File: config.mk
export PLATFORM = sky130hd
export DESIGN_NAME = usb_slave_regs
export DESIGN_NICKNAME = d
export VERILOG_FILES = /design/src/design/usb_slave_regs_pkg.sv /design/src/design/usb_slave_regs.sv
export VERILOG_INCLUDE_DIRS = /design/src /design/src/design
export SDC_FILE = /design/constraint.sdc
export NUM_CORES = 1
export LEC_CHECK = 0
export ABC_AREA = 1
export BUFFER_PORTS_ARGS = -buffer_cell sky130_fd_sc_hd__buf_2
export CORE_MARGIN = 3
export CORE_UTILIZATION = 40
export CTS_BUF_LIST = sky130_fd_sc_hd__clkbuf_4
export DETAILED_ROUTE_END_ITERATION = 8
export PLACE_DENSITY = 0.7
export SLEW_MARGIN = 20
export SYNTH_ARGS = -nofsm -noshare
export SYNTH_HDL_FRONTEND = slang
export SYNTH_SLANG_ARGS = --single-unit
File: constraint.sdc
create_clock -name clk -period 1.39 [get_ports clk]
set_input_delay 0.417 -clock clk [delete_from_list [all_inputs] [get_ports clk]]
set_output_delay 0.417 -clock clk [all_outputs]
set_load 0.02 [all_outputs]
File: src/design/usb_slave_regs_defs.svh
// Register offsets, field positions and reset values of the control bank
`ifndef USB_SLAVE_REGS_DEFS_SVH
`define USB_SLAVE_REGS_DEFS_SVH

// Register offsets on the two-step port
`define OFS_MAIN_CONTROL       8'h05
`define OFS_INTERRUPT_MASK     8'h06
`define OFS_DEVICE_BUS_ADDRESS 8'h07
`define OFS_DMA_COUNT_LOW      8'h35
`define OFS_INTERRUPT_PENDING  8'h0D
`define OFS_DMA_COUNT_HIGH     8'h36

// Main control field positions
`define BIT_RESERVED_TOP       7
`define BIT_STANDBY            6
`define BIT_LOW_SPEED          5
`define BIT_FORCE_HI           4
`define BIT_FORCE_LO           3
`define BIT_DMA_DIR            2
`define BIT_DMA_ENABLE         1
`define BIT_USB_ENABLE         0

// Interrupt mask and pending field positions
`define BIT_DMA_PROGRESS       7
`define BIT_EVT_USB_RESET      6
`define BIT_EVT_SOF            5
`define BIT_EVT_DMA_DONE       4
`define EVT_WIDTH              7

// Reset values
`define RST_MAIN_CONTROL       7'h00
`define RST_INTERRUPT_MASK     7'h00
`define RST_DEVICE_BUS_ADDRESS 8'h00
`define RST_INTERRUPT_PENDING  7'h00
`define RST_POINTER            8'h00
`define RST_READ_DATA          8'h00

`endif

File: src/design/usb_slave_regs_pkg.sv
// Types shared by the control and interrupt register bank
package usb_slave_regs_pkg;

  // Microprocessor port pins, all active low except a0 and data
  typedef struct packed {
    logic       cs_n;
    logic       wr_n;
    logic       rd_n;
    logic       a0;
    logic [7:0] data;
  } bus_pins_s;

  // Writable part of the main control register, bit 6 down to bit 0
  typedef struct packed {
    logic transceiver_standby;
    logic low_speed_select;
    logic line_force_hi;
    logic line_force_lo;
    logic dma_read_dir;
    logic dma_enable;
    logic usb_enable;
  } main_ctrl_s;

  // Event strobes from the serial engine, bit 6 down to bit 0
  typedef struct packed {
    logic       usb_reset;
    logic       sof_received;
    logic       dma_done;
    logic [3:0] ep_done;
  } usb_events_s;

  // Forced USB line state
  typedef enum logic [1:0] {
    LINE_NORMAL,
    LINE_SE0,
    LINE_K,
    LINE_J
  } line_state_e;

  // Line drive toward the transceiver
  typedef struct packed {
    logic force_en;
    logic dp;
    logic dm;
  } line_drive_s;

endpackage

File: src/design/usb_slave_regs.sv
// Control, address and interrupt register bank of a USB slave controller
//
// Behaviour
// - Standby bit puts transceiver in low power
// - Suspend only when standby set, enable clear
// - Speed bit: zero full, one low speed
// - Force bits drive normal, SE0, K, J
// - Force bits clear at power-up
// - Direction bit: one reads, zero writes
// - DMA starts on count high byte write
// - USB enable gates traffic, resets to zero
// - Enable bit lets event raise interrupt
// - Mask writes never touch pending bits
// - Mask bits: reset, SOF, DMA, endpoints
// - Bit seven reads DMA in progress
// - DMA progress fall raises no interrupt
// - Device address resets to zero
// - Respond only to stored device address
// - Pending read shows events, one clears
// - Pending bits share mask bit positions
// - Interrupt request output is active high
`timescale 1ns/1ns
`include "usb_slave_regs_defs.svh"

module usb_slave_regs (
  // Clock and reset
  input  logic                             clk,
  input  logic                             sys_rst,
  // Microprocessor port
  input  usb_slave_regs_pkg::bus_pins_s    cpu_pins,
  output logic [7:0]                       cpu_data_out,
  output logic                             cpu_data_oe_n,
  // Serial engine side
  input  usb_slave_regs_pkg::usb_events_s  sie_events,
  input  logic [7:0]                       token_addr,
  input  logic                             token_addr_valid,
  output logic                             addr_match,
  // Control outputs
  output usb_slave_regs_pkg::main_ctrl_s   main_ctrl,
  output logic                             suspend_mode,
  output usb_slave_regs_pkg::line_state_e  line_state,
  output usb_slave_regs_pkg::line_drive_s  line_drive,
  output logic                             dma_start,
  output logic                             dma_in_progress,
  output logic [7:0]                       device_address,
  // Interrupt
  output logic                             interrupt_request_out
);
  import usb_slave_regs_pkg::*;

  ////////////////////////////////////////////////////////////////////////////
  // Functions
  // Decode of the two force bits
  function automatic line_state_e force_decode(input logic hi,
                                               input logic lo);
    line_state_e st;
    case ({hi, lo})
      2'b01:   st = LINE_SE0;
      2'b10:   st = LINE_K;
      2'b11:   st = LINE_J;
      default: st = LINE_NORMAL;
    endcase
    return st;
  endfunction
  // Pin levels for a forced line state
  function automatic line_drive_s force_pins(input line_state_e st);
    line_drive_s d;
    case (st)
      LINE_SE0: d = '{force_en: 1'b1, dp: 1'b0, dm: 1'b0};
      LINE_K:   d = '{force_en: 1'b1, dp: 1'b0, dm: 1'b1};
      LINE_J:   d = '{force_en: 1'b1, dp: 1'b1, dm: 1'b0};
      default:  d = '0;
    endcase
    return d;
  endfunction

  ////////////////////////////////////////////////////////////////////////////
  // Declarations
  bus_pins_s          pins_s1_ff;
  bus_pins_s          pins_s2_ff;
  logic               wr_act;
  logic               rd_act;
  logic               wr_act_ff;
  logic               wr_end;
  logic [7:0]         wr_data_ff;
  logic               wr_a0_ff;
  logic               reg_wr;
  logic [7:0]         pointer_ff;
  main_ctrl_s         ctrl_ff;
  logic [6:0]         mask_ff;
  logic [6:0]         pend_ff;
  logic [6:0]         nxt_pend;
  logic [6:0]         pend_clear;
  logic [7:0]         addr_ff;
  logic               dma_act_ff;
  logic               dma_start_ff;
  logic               irq_ff;
  logic               suspend_ff;
  logic               match_ff;
  line_state_e        line_ff;
  line_drive_s        drive_ff;
  logic [7:0]         rd_data_ff;
  logic               oe_n_ff;
  logic [7:0]         rd_mux;

  ////////////////////////////////////////////////////////////////////////////
  // Microprocessor port
  // Two-stage synchroniser on all port pins
  always_ff @(posedge clk) begin
    if (sys_rst) begin
      pins_s1_ff <= '{1'b1, 1'b1, 1'b1, 1'b0, 8'h00};  // Idle pin levels
      pins_s2_ff <= '{1'b1, 1'b1, 1'b1, 1'b0, 8'h00};
    end else begin
      pins_s1_ff <= cpu_pins;
      pins_s2_ff <= pins_s1_ff;
    end
  end

  // Strobe qualification
  assign wr_act = ~pins_s2_ff.cs_n & ~pins_s2_ff.wr_n;
  assign rd_act = ~pins_s2_ff.cs_n & ~pins_s2_ff.rd_n;
  assign wr_end = wr_act_ff & ~wr_act;  // Write ends on nWR or nCS rising
  assign reg_wr = wr_end & wr_a0_ff;

  // Capture write data while the strobe is active
  always_ff @(posedge clk) begin
    if (sys_rst) begin
      wr_act_ff  <= 1'b0;
      wr_data_ff <= 8'h00;
      wr_a0_ff   <= 1'b0;
    end else begin
      wr_act_ff <= wr_act;
      if (wr_act) begin
        wr_data_ff <= pins_s2_ff.data;
        wr_a0_ff   <= pins_s2_ff.a0;
      end
    end
  end

  // Address step: a write with a0 low loads the register pointer
  always_ff @(posedge clk) begin
    if (sys_rst) begin
      pointer_ff <= `RST_POINTER;
    end else if (wr_end && !wr_a0_ff) begin
      pointer_ff <= wr_data_ff;
    end
  end

  ////////////////////////////////////////////////////////////////////////////
  // Registers
  // Main control; top bit is never stored
  // reserved bit dropped
  always_ff @(posedge clk) begin
    if (sys_rst) begin
      ctrl_ff <= `RST_MAIN_CONTROL;
    end else if (reg_wr && pointer_ff == `OFS_MAIN_CONTROL) begin
      ctrl_ff <= wr_data_ff[6:0];
    end
  end

  always_ff @(posedge clk) begin
    if (sys_rst) begin
      mask_ff <= `RST_INTERRUPT_MASK;
    end else if (reg_wr && pointer_ff == `OFS_INTERRUPT_MASK) begin
      mask_ff <= wr_data_ff[6:0];
    end
  end

  always_ff @(posedge clk) begin
    if (sys_rst) begin
      addr_ff <= `RST_DEVICE_BUS_ADDRESS;
    end else if (reg_wr && pointer_ff == `OFS_DEVICE_BUS_ADDRESS) begin
      addr_ff <= wr_data_ff;
    end
  end

  always_comb begin
    pend_clear = '0;
    if (reg_wr && pointer_ff == `OFS_INTERRUPT_PENDING) begin
      pend_clear = wr_data_ff[6:0];
    end
    nxt_pend = (pend_ff & ~pend_clear) | sie_events;  // Set wins
  end

  // Pending event flags
  always_ff @(posedge clk) begin
    if (sys_rst) begin
      pend_ff <= `RST_INTERRUPT_PENDING;
    end else begin
      pend_ff <= nxt_pend;
    end
  end

  ////////////////////////////////////////////////////////////////////////////
  // DMA
  // start on count high
  always_ff @(posedge clk) begin
    if (sys_rst) begin
      dma_start_ff <= 1'b0;
    end else begin
      dma_start_ff <= reg_wr && pointer_ff == `OFS_DMA_COUNT_HIGH &&
                      ctrl_ff.dma_enable;
    end
  end

  always_ff @(posedge clk) begin
    if (sys_rst) begin
      dma_act_ff <= 1'b0;
    end else if (dma_start_ff) begin
      dma_act_ff <= 1'b1;
    end else if (sie_events.dma_done) begin
      dma_act_ff <= 1'b0;
    end
  end

  ////////////////////////////////////////////////////////////////////////////
  // Interrupt and control outputs
  // masked request
  always_ff @(posedge clk) begin
    if (sys_rst) begin
      irq_ff <= 1'b0;
    end else begin
      irq_ff <= |(pend_ff & mask_ff);
    end
  end

  always_ff @(posedge clk) begin
    if (sys_rst) begin
      suspend_ff <= 1'b0;
    end else begin
      suspend_ff <= ctrl_ff.transceiver_standby & ~ctrl_ff.usb_enable;
    end
  end

  always_ff @(posedge clk) begin
    if (sys_rst) begin
      line_ff  <= LINE_NORMAL;
      drive_ff <= '0;
    end else begin
      line_ff  <= force_decode(ctrl_ff.line_force_hi, ctrl_ff.line_force_lo);
      drive_ff <= force_pins(force_decode(ctrl_ff.line_force_hi,
                                          ctrl_ff.line_force_lo));
    end
  end

  always_ff @(posedge clk) begin
    if (sys_rst) begin
      match_ff <= 1'b0;
    end else begin
      match_ff <= token_addr_valid && token_addr == addr_ff &&
                  ctrl_ff.usb_enable;
    end
  end

  ////////////////////////////////////////////////////////////////////////////
  // Read path
  // Read multiplexer; unmapped offsets read zero
  always_comb begin
    rd_mux = 8'h00;
    if (!pins_s2_ff.a0) begin
      rd_mux = pointer_ff;
    end else begin
      case (pointer_ff)
        `OFS_MAIN_CONTROL:       rd_mux = {1'b0, ctrl_ff};
        `OFS_INTERRUPT_MASK:     rd_mux = {dma_act_ff, mask_ff};
        `OFS_DEVICE_BUS_ADDRESS: rd_mux = addr_ff;
        `OFS_INTERRUPT_PENDING:  rd_mux = {dma_act_ff, pend_ff};
        default:                 rd_mux = 8'h00;
      endcase
    end
  end

  // Registered read data and drive enable
  always_ff @(posedge clk) begin
    if (sys_rst) begin
      rd_data_ff <= `RST_READ_DATA;
      oe_n_ff    <= 1'b1;
    end else begin
      rd_data_ff <= rd_mux;
      oe_n_ff    <= ~rd_act;
    end
  end

  // Output connections
  // speed bit passed out
  assign cpu_data_out          = rd_data_ff;
  assign cpu_data_oe_n         = oe_n_ff;
  assign addr_match            = match_ff;
  assign main_ctrl             = ctrl_ff;
  assign suspend_mode          = suspend_ff;
  assign line_state            = line_ff;
  assign line_drive            = drive_ff;
  assign dma_start             = dma_start_ff;
  assign dma_in_progress       = dma_act_ff;
  assign device_address        = addr_ff;
  assign interrupt_request_out = irq_ff;
endmodule

==> run summary, run 1 <==
Tot GR Track Use -> 18.6%
WP data arrival -> 1.79 ns
top_reg_cell synth -> dfxtp_1
post-synthesis sequential area ratio -> 52.6%
CTS tree -> built
yosys warns -> 0
fin util -> 56.5%
maximum fanout along the worst path -> 25
crit path cell chain -> inv_2 > nand2_4 > nor2_8 > buf_8 > nand3_1 > nand2_1 > o21ai_1 > a21oi_1
Yosys cell types -> 32
Avg WL per Cell -> 14.7 um
global route total overflow -> 0
# rows -> 33
Worst VDD drop -> 0.725 mV
failing checks -> setup timing
number of global-route vias before repair -> 2903
power per cell area -> 943 nW/um^2
run status -> finished, violations left
I/O Pins -> 64
Clock Latency Late Sink -> 0.45 ns
synth top area cells -> dfxtp_1, nand3_1, a21oi_1
Hold Crit Class -> input pin to flop
routability cong. -> 0.958
largest net degree at the start of global routing -> 29
RSZ-0062 raised after global routing -> true
Post-Syn Nets -> 434
Clock Sinks -> 90
DRC Markers -> 0
drt first pass iters -> 6
Async SR Flop Fraction -> 0%
Die Y -> 98.6 um
Yosys reg bits -> 90
WHS -> 0.132 ns
final hold vios -> 0
initial antenna violation count -> 0
Setup CP Type -> flop to flop
overall via count from detail_route -> 3179
DRT iter0 DRCs -> 303
vias per cell -> 5.10
final worst slack -> -0.0125 ns
period utilisation layout -> 101%
max incr delay on CP -> 0.36 ns
Die Wd -> 98.6 um
Num CTS Buffers -> 9
max-cap viol count -> 0
fmax -> 713 MHz
most frequent cell after synthesis -> dfxtp_1
Synth top area share -> 52.6%
syn_area_per_cell -> 8.49 sq um
CP Launch Type -> flop
Syn Std Cell Area -> 3430 sq um
placed cell area -> 3990 sq um
Detail Route Antenna Nets -> 0
PortBufs -> 63
Routed WL -> 9130 um
count of final max-slew check failures -> 0
relative slew slack -> 72.7%
post-synthesis cell count -> 404
initial core utilization -> 41.5%
Lkg Pwr -> 2.04 nW
die area -> 9720 sq um
clock tree buffer depth -> 2
EDFF count, synth -> 0
ant diodes -> 0
nets -> 543
Pwr Total -> 4.40 mW
DP Wirelength -> 6200 um
dominant cell type by area after synthesis -> dfxtp_1
first-pass GRT wire length -> 14300 um
Reg clk slew, reported paths -> 0.15 ns
H-tree depth -> 3
Tmin final -> 1.40 ns
core area -> 8260 sq um
share of cells above drive strength 1 -> 42.1%
Required @ worst endpoint -> 1.78 ns
Slowest-stage cell, CP -> dfxtp_2
Synth top cells by count -> dfxtp_1, inv_1, nand3_1
Worst Max-Slew Pin Slew -> 0.405 ns
Final Cell Area -> 4670 sq um
clk root buf -> clkbuf_4
crit path capture type -> flop
worst slack, placed -> -0.0312 ns
fillers -> 733
Worst Skew -> 0.0150 ns
area grow syn2layout -> 36.2%
final setup fails -> 5
[metal layers]
layer / up-vias / global-route usage [%] / part of all wire [%]
met3: 24 / 4.88 / 8.2
met1: 1442 / 24.1 / 42
met2: 156 / 30.1 / 48
met5: - / 0 / 0
met4: 0 / 6.83 / 2.3
li1: 1557 / - / -
[final timing paths]
kind	start	endpoint	slack [ns]	cells after the start
min	cpu_pins[10]	pins_s1_ff[10]$_SDFF_PP1_	0.13	2
max reg2reg	pointer_ff[4]$_SDFFE_PP0P_	cpu_data_out[1]$_SDFF_PP0_	-0.01	8
max	pointer_ff[4]$_SDFFE_PP0P_	cpu_data_out[1]$_SDFF_PP0_	-0.01	8
min reg2reg	pins_s1_ff[7]$_SDFF_PP0_	pins_s2_ff[7]$_SDFF_PP0_	0.41	2
[cells in the final DEF (no fill, tap or decap), types with 2 or more instances in the layout]
cell	instances
inv_6	3
o21ai_1	18
o21ai_0	23
nand3_1	44
buf_12	2
buf_6	24
nand4_1	7
clkinv_1	2
nor2_1	29
buf_4	57
a21oi_1	42
nor2_2	2
dfxtp_4	7
clkbuf_4	9
inv_2	7
nor2_8	3
a221oi_1	2
inv_1	42
nor2_4	7
nand2_2	3
dfxtp_2	26
nand2_4	8
nand2_1	26
buf_2	31
or2_2	6
a21oi_2	9
xnor2_1	3
o21ai_2	6
dfxtp_1	57
[registers in the layout, summed over array words and instances (netlist names)]
signal	flops
wr_a0_ff	1
main_ctrl	7
pins_s1_ff	12
line_drive	3
pointer_ff	8
dma_start	1
wr_data_ff	8
wr_act_ff	1
interrupt_request_out	1
mask_ff	7
device_address	8
line_state	2
pins_s2_ff	12
pend_ff	7
dma_in_progress	1
cpu_data_out	8
cpu_data_oe_n	1
addr_match	1
suspend_mode	1
[worst max-delay path: cells and delay by family, from the launching register on]
| family | cells | cell delay, ns |
|---|---|---|
| AND/OR/NAND/NOR | 4 | 0.46 |
| AO/OA/AOI/OAI | 2 | 0.23 |
| buffers and inverters | 2 | 0.29 |
| flip-flops | 1 | 0.36 |
[layout make-up]
class / count / area [sq um] / area share (%)
Inverter: 52 / 198 / 4.23
Clock buffer: 9 / 67.6 / 1.45
Multi-Input combinational cell: 245 / 1420 / 30.4
Sequential cell: 90 / 1860 / 39.9
Clock inverter: 7 / 81.3 / 1.74
Tap cell: 105 / 131 / 2.81
Timing Repair Buffer: 115 / 908 / 19.5
[report_power, final]
group / leakage (nW) / internal (mW) / switching (mW)
clock network: 0.0832 / 0.581 / 0.957
registers: 0.752 / 2.62 / 0.0286
logic: 1.21 / 0.0960 / 0.122
total: 2.04 / 3.30 / 1.11
[stage by stage]
| stage | instances | setup TNS, ns |
|---|---|---|
| 4_1_cts | 614 | -0.0655 |
| 5_1_grt | 623 | -1.10 |
| 3_5_place_dp | 581 | -0.0523 |
| 6_report | 623 | -0.0283 |
| 3_3_place_gp | 581 | -0.0191 |
| 2_1_floorplan | 404 | 0 |
[kinds of logic after synthesis]
group                     Yosys count  synth area share [%]
DFF                                90                  52.6
and+or+nand+nor                   139                  21.7
AOI/OAI and AO/OA                 102                  16.3
xor gates and xnor gates            4                  1.02
buffers and inverters              69                  8.43
[what timing repair did]
item,4_1_cts,5_1_grt
hold buffers,0,0
resized for setup,75,63
setup endpoints to repair,37,60
buffers inserted,17,9
gates cloned,0,0
pin swaps,4,12
No activity file was read; power rests on OpenSTA's default activity.
==> inputs of run 2 (changes only) <==
CORE_ASPECT_RATIO = 0.8   (was default)
==> run summary, run 2 (synthesized netlist as in run 1, its figures left out) <==
max incr delay on CP -> 0.38 ns
Worst Skew -> 0.0197 ns
clock tree buffer depth -> 2
PortBufs -> 63
I/O Pins -> 64
relative slew slack -> 71.5%
crit path cell chain -> buf_6
Tot GR Track Use -> 19.6%
share of cells above drive strength 1 -> 41.9%
Worst VDD drop -> 0.613 mV
worst slack, placed -> -0.0389 ns
initial core utilization -> 42.2%
power per cell area -> 968 nW/um^2
crit path capture type -> primary output
Required @ worst endpoint -> 0.97 ns
Die Wd -> 110 um
Tmin final -> 1.38 ns
initial antenna violation count -> 0
Avg WL per Cell -> 14.8 um
final setup fails -> 0
Routed WL -> 9220 um
Worst Max-Slew Pin Slew -> 0.428 ns
DP Wirelength -> 6140 um
die area -> 9720 sq um
nets -> 541
final hold vios -> 0
Clock Sinks -> 90
Hold Crit Class -> input pin to flop
number of global-route vias before repair -> 2809
Hold Startpoint -> cpu_pins[9]
Final Cell Area -> 4700 sq um
Clock Latency Late Sink -> 0.45 ns
count of final max-slew check failures -> 0
ant diodes -> 0
overall via count from detail_route -> 3091
clk root buf -> clkbuf_4
placed cell area -> 4010 sq um
fmax -> 725 MHz
Reg clk slew, reported paths -> 0.15 ns
CTS tree -> built
DRC Markers -> 0
setup TNS -> 0 ns
cts hold-fix bufs -> 0
Lkg Pwr -> 2.04 nW
most common cell after layout, fill and taps aside -> dfxtp_1
Regs by FF count -> pins_s1_ff x12, pins_s2_ff x12
core area -> 8130 sq um
cell family with most CP delay -> flip-flops
H-tree depth -> 3
WP data arrival -> 0.96 ns
drt first pass iters -> 5
Buf/Inv on CP -> 1
vias per cell -> 4.96
Detail Route Antenna Nets -> 0
Setup CP Type -> flop to primary output
CP Launch Type -> flop
Num CTS Buffers -> 9
global route total overflow -> 0
most frequent cells in the layout -> dfxtp_1, buf_4, inv_1
period utilisation layout -> 99.2%
# rows -> 29
Die Y -> 88.8 um
area grow syn2layout -> 37.2%
final worst slack -> 0.0105 ns
worst r2r src -> pointer_ff[2]$_SDFFE_PP0P_
DRT iter0 DRCs -> 205
run status -> complete, no violations
Crit. Startpoint -> device_address[7]$_SDFFE_PP0P_
first-pass GRT wire length -> 14400 um
routability cong. -> 0.870
maximum fanout along the worst path -> 2
RSZ-0062 raised after global routing -> true
largest net degree at the start of global routing -> 41
Slowest-stage cell, CP -> dfxtp_4
max-cap viol count -> 0
## run 2: final timing paths
check	endpoint	cells past startpoint	slack, ns
max	device_address[7]	1	0.01
min	pins_s1_ff[9]$_SDFF_PP1_	2	0.14
max reg2reg	cpu_data_out[5]$_SDFF_PP0_	7	0.05
min reg2reg	pins_s2_ff[3]$_SDFF_PP0_	2	0.41
## run 2: metrics by stage
step                      hold slack, ns  std cells  power, mW  util (%)
after CTS                          0.110        615       4.58      54.7
after floorplan                    0.382        404       2.82         -
after detailed placement           0.392        583       2.92      49.4
after global routing               0.106        623       4.73      57.9
final                              0.140        623       4.55      57.9
after global placement             0.391        583       2.91      49.4
## run 2: metal layers
| metal | up-vias | track usage, % | share of wire, % |
|---|---|---|---|
| met5 | - | 0 | 0 |
| met4 | 0 | 5.44 | 1.2 |
| met3 | 11 | 6.35 | 7.8 |
| met2 | 110 | 30.4 | 46 |
| met1 | 1413 | 26.3 | 45 |
| li1 | 1557 | - | - |
## run 2: area by class of cell
| class | instances | area (sq um) |
|---|---|---|
| Clock buffer | 9 | 67.6 |
| Inverter | 52 | 198 |
| Sequential cell | 90 | 1860 |
| Clock inverter | 6 | 97.6 |
| Fill cell | 748 | 3420 |
| Multi-Input combinational cell | 247 | 1440 |
| Timing Repair Buffer | 111 | 915 |
| Tap cell | 108 | 135 |
## run 2: repair_timing
action	4_1_cts	5_1_grt
gates resized for setup	59	74
gates cloned	0	4
setup buffers	17	5
endpoints found under the setup margin	41	68
pin swaps	3	18
## run 2: report_power, final
group          internal, mW  total, mW  switching [mW]
logic                0.0966      0.220           0.123
clock network         0.748       1.68           0.936
registers              2.62       2.65          0.0232
total                  3.47       4.55            1.08
==> inputs of run 3 (changes only) <==
CTS_BUF_LIST = sky130_fd_sc_hd__clkbuf_16   (was sky130_fd_sc_hd__clkbuf_4)
==> run summary, run 3 (synthesized netlist as in run 1, its figures left out) <==
global route total overflow -> 0
share of cells above drive strength 1 -> 36.9%
PortBufs -> 63
clk root buf -> clkbuf_16
overall via count from detail_route -> 3003
initial core utilization -> 42.2%
worst r2r dst -> mask_ff[4]$_SDFFE_PP0P_
I/O Pins -> 64
drt first pass iters -> 5
nets -> 527
Tmin final -> 1.38 ns
Buf/Inv on CP -> 2
max incr delay on CP -> 0.32 ns
CP Launch Type -> flop
Regs by FF count -> pins_s1_ff x12, pins_s2_ff x12
RSZ-0062 raised after global routing -> true
area grow syn2layout -> 33.5%
relative slew slack -> 67.7%
crit path capture type -> flop
DRT iter0 DRCs -> 195
worst r2r src -> pointer_ff[7]$_SDFFE_PP0P_
Tot GR Track Use -> 19.0%
Routed WL -> 8950 um
Worst Max-Slew Pin Slew -> 0.484 ns
Pwr Total -> 5.51 mW
setup TNS -> 0 ns
placed cell area -> 4010 sq um
Worst VDD drop -> 0.753 mV
Final Cell Area -> 4580 sq um
hold path depth -> 2
Hold Path End -> pins_s1_ff[9]$_SDFF_PP1_
power per cell area -> 1200 nW/um^2
number of global-route vias before repair -> 2768
initial antenna violation count -> 0
most common cell after layout, fill and taps aside -> dfxtp_1
DP Wirelength -> 6140 um
H-tree depth -> 3
max-cap viol count -> 0
CTS tree -> built
Die Y -> 88.8 um
Detail Route Antenna Nets -> 0
DRC Markers -> 0
final setup fails -> 0
Worst Skew -> 0.00686 ns
maximum fanout along the worst path -> 8
Worst R2R Path Depth -> 8
period utilisation layout -> 99.5%
Clock Latency Late Sink -> 0.34 ns
first-pass GRT wire length -> 14000 um
Die Wd -> 110 um
Worst R2R Setup Slack -> 0.007 ns
ant diodes -> 0
run status -> complete, no violations
Setup CP Type -> flop to flop
Num CTS Buffers -> 9
core area -> 8130 sq um
Lkg Pwr -> 2.01 nW
fmax -> 723 MHz
final hold vios -> 0
Reg clk slew, reported paths -> 0.06 ns
WHS -> 0.252 ns
crit path cell chain -> inv_2 > nand2_4 > nor2_8 > nand2_4 > buf_12 > nor2_4 > o21ai_1 > a21oi_2
Clock Sinks -> 90
Required @ worst endpoint -> 1.68 ns
Hold Startpoint -> cpu_pins[9]
WP data arrival -> 1.67 ns
count of final max-slew check failures -> 0
cell family with most CP delay -> simple AND/OR/NAND/NOR gates
Avg WL per Cell -> 14.7 um
clock tree buffer depth -> 2
die area -> 9720 sq um
# rows -> 29
CP most frequent cell -> nand2_4
largest net degree at the start of global routing -> 41
vias per cell -> 4.93
Hold Crit Class -> input pin to flop
routability cong. -> 0.870
Slowest-stage cell, CP -> dfxtp_2
most frequent cells in the layout -> dfxtp_1, buf_2, inv_1, nand3_1, a21oi_1
## run 3: worst max-delay path by stage
stage,cells after the start,from,to
final,8,pointer_ff[7]$_SDFFE_PP0P_,mask_ff[4]$_SDFFE_PP0P_
after floorplan,7,pointer_ff[6]$_SDFFE_PP0P_,pend_ff[0]$_SDFF_PP0_
after detailed placement,7,pointer_ff[7]$_SDFFE_PP0P_,mask_ff[4]$_SDFFE_PP0P_
after global placement,7,pointer_ff[7]$_SDFFE_PP0P_,mask_ff[4]$_SDFFE_PP0P_
after global routing,9,pointer_ff[7]$_SDFFE_PP0P_,cpu_data_out[4]$_SDFF_PP0_
after CTS,7,pointer_ff[4]$_SDFFE_PP0P_,mask_ff[6]$_SDFFE_PP0P_
## run 3: power by group
part           leakage [nW]  total (mW)  internal [mW]  switching (mW)
clock network         0.158        2.64           1.59            1.05
logic                  1.11       0.219         0.0961           0.123
registers             0.739        2.65           2.63          0.0237
total                  2.01        5.51           4.32            1.19
## run 3: through the flow
step | std cells | setup slack [ns] | util [%]
3_5_place_dp | 583 | -0.0389 | 49.4
2_1_floorplan | 404 | 0.0755 | -
6_report | 609 | 0.00670 | 56.3
3_3_place_gp | 583 | 0.0211 | 49.4
5_1_grt | 609 | -0.0737 | 56.3
4_1_cts | 599 | -0.000506 | 53.6
## run 3: cell type report
class                   instances  area, sq um
flip-flops and latches         90         1820
fillers                       768         3550
repair buffers                 97          642
multi-input cells             247         1460
well taps                     108          135
clock inverters                 6         97.6
inverters                      52          200
clock buffers                   9          225
## run 3: per-layer routing
metal	GRT usage, %	routed length, um	vias to the layer above
li1	-	-	1526
met3	5.91	526	9
met5	0	0	-
met1	25.5	4160	1370
met4	4.87	84	0
met2	29.8	4180	98
## run 3: what timing repair did
item	4_1_cts	5_1_grt
resized for setup	6	57
hold buffers	0	0
gates cloned	0	2
pin swaps	2	19
buffers inserted	1	8
endpoints found under the setup margin	14	41
## run 3: worst register-to-register path: cells and delay by family, from the launching register on
| kind | cells | cell delay [ns] |
|---|---|---|
| and+or+nand+nor | 4 | 0.61 |
| AOI/OAI and AO/OA | 2 | 0.20 |
| DFF | 1 | 0.32 |
| buffers and inverters | 2 | 0.20 |
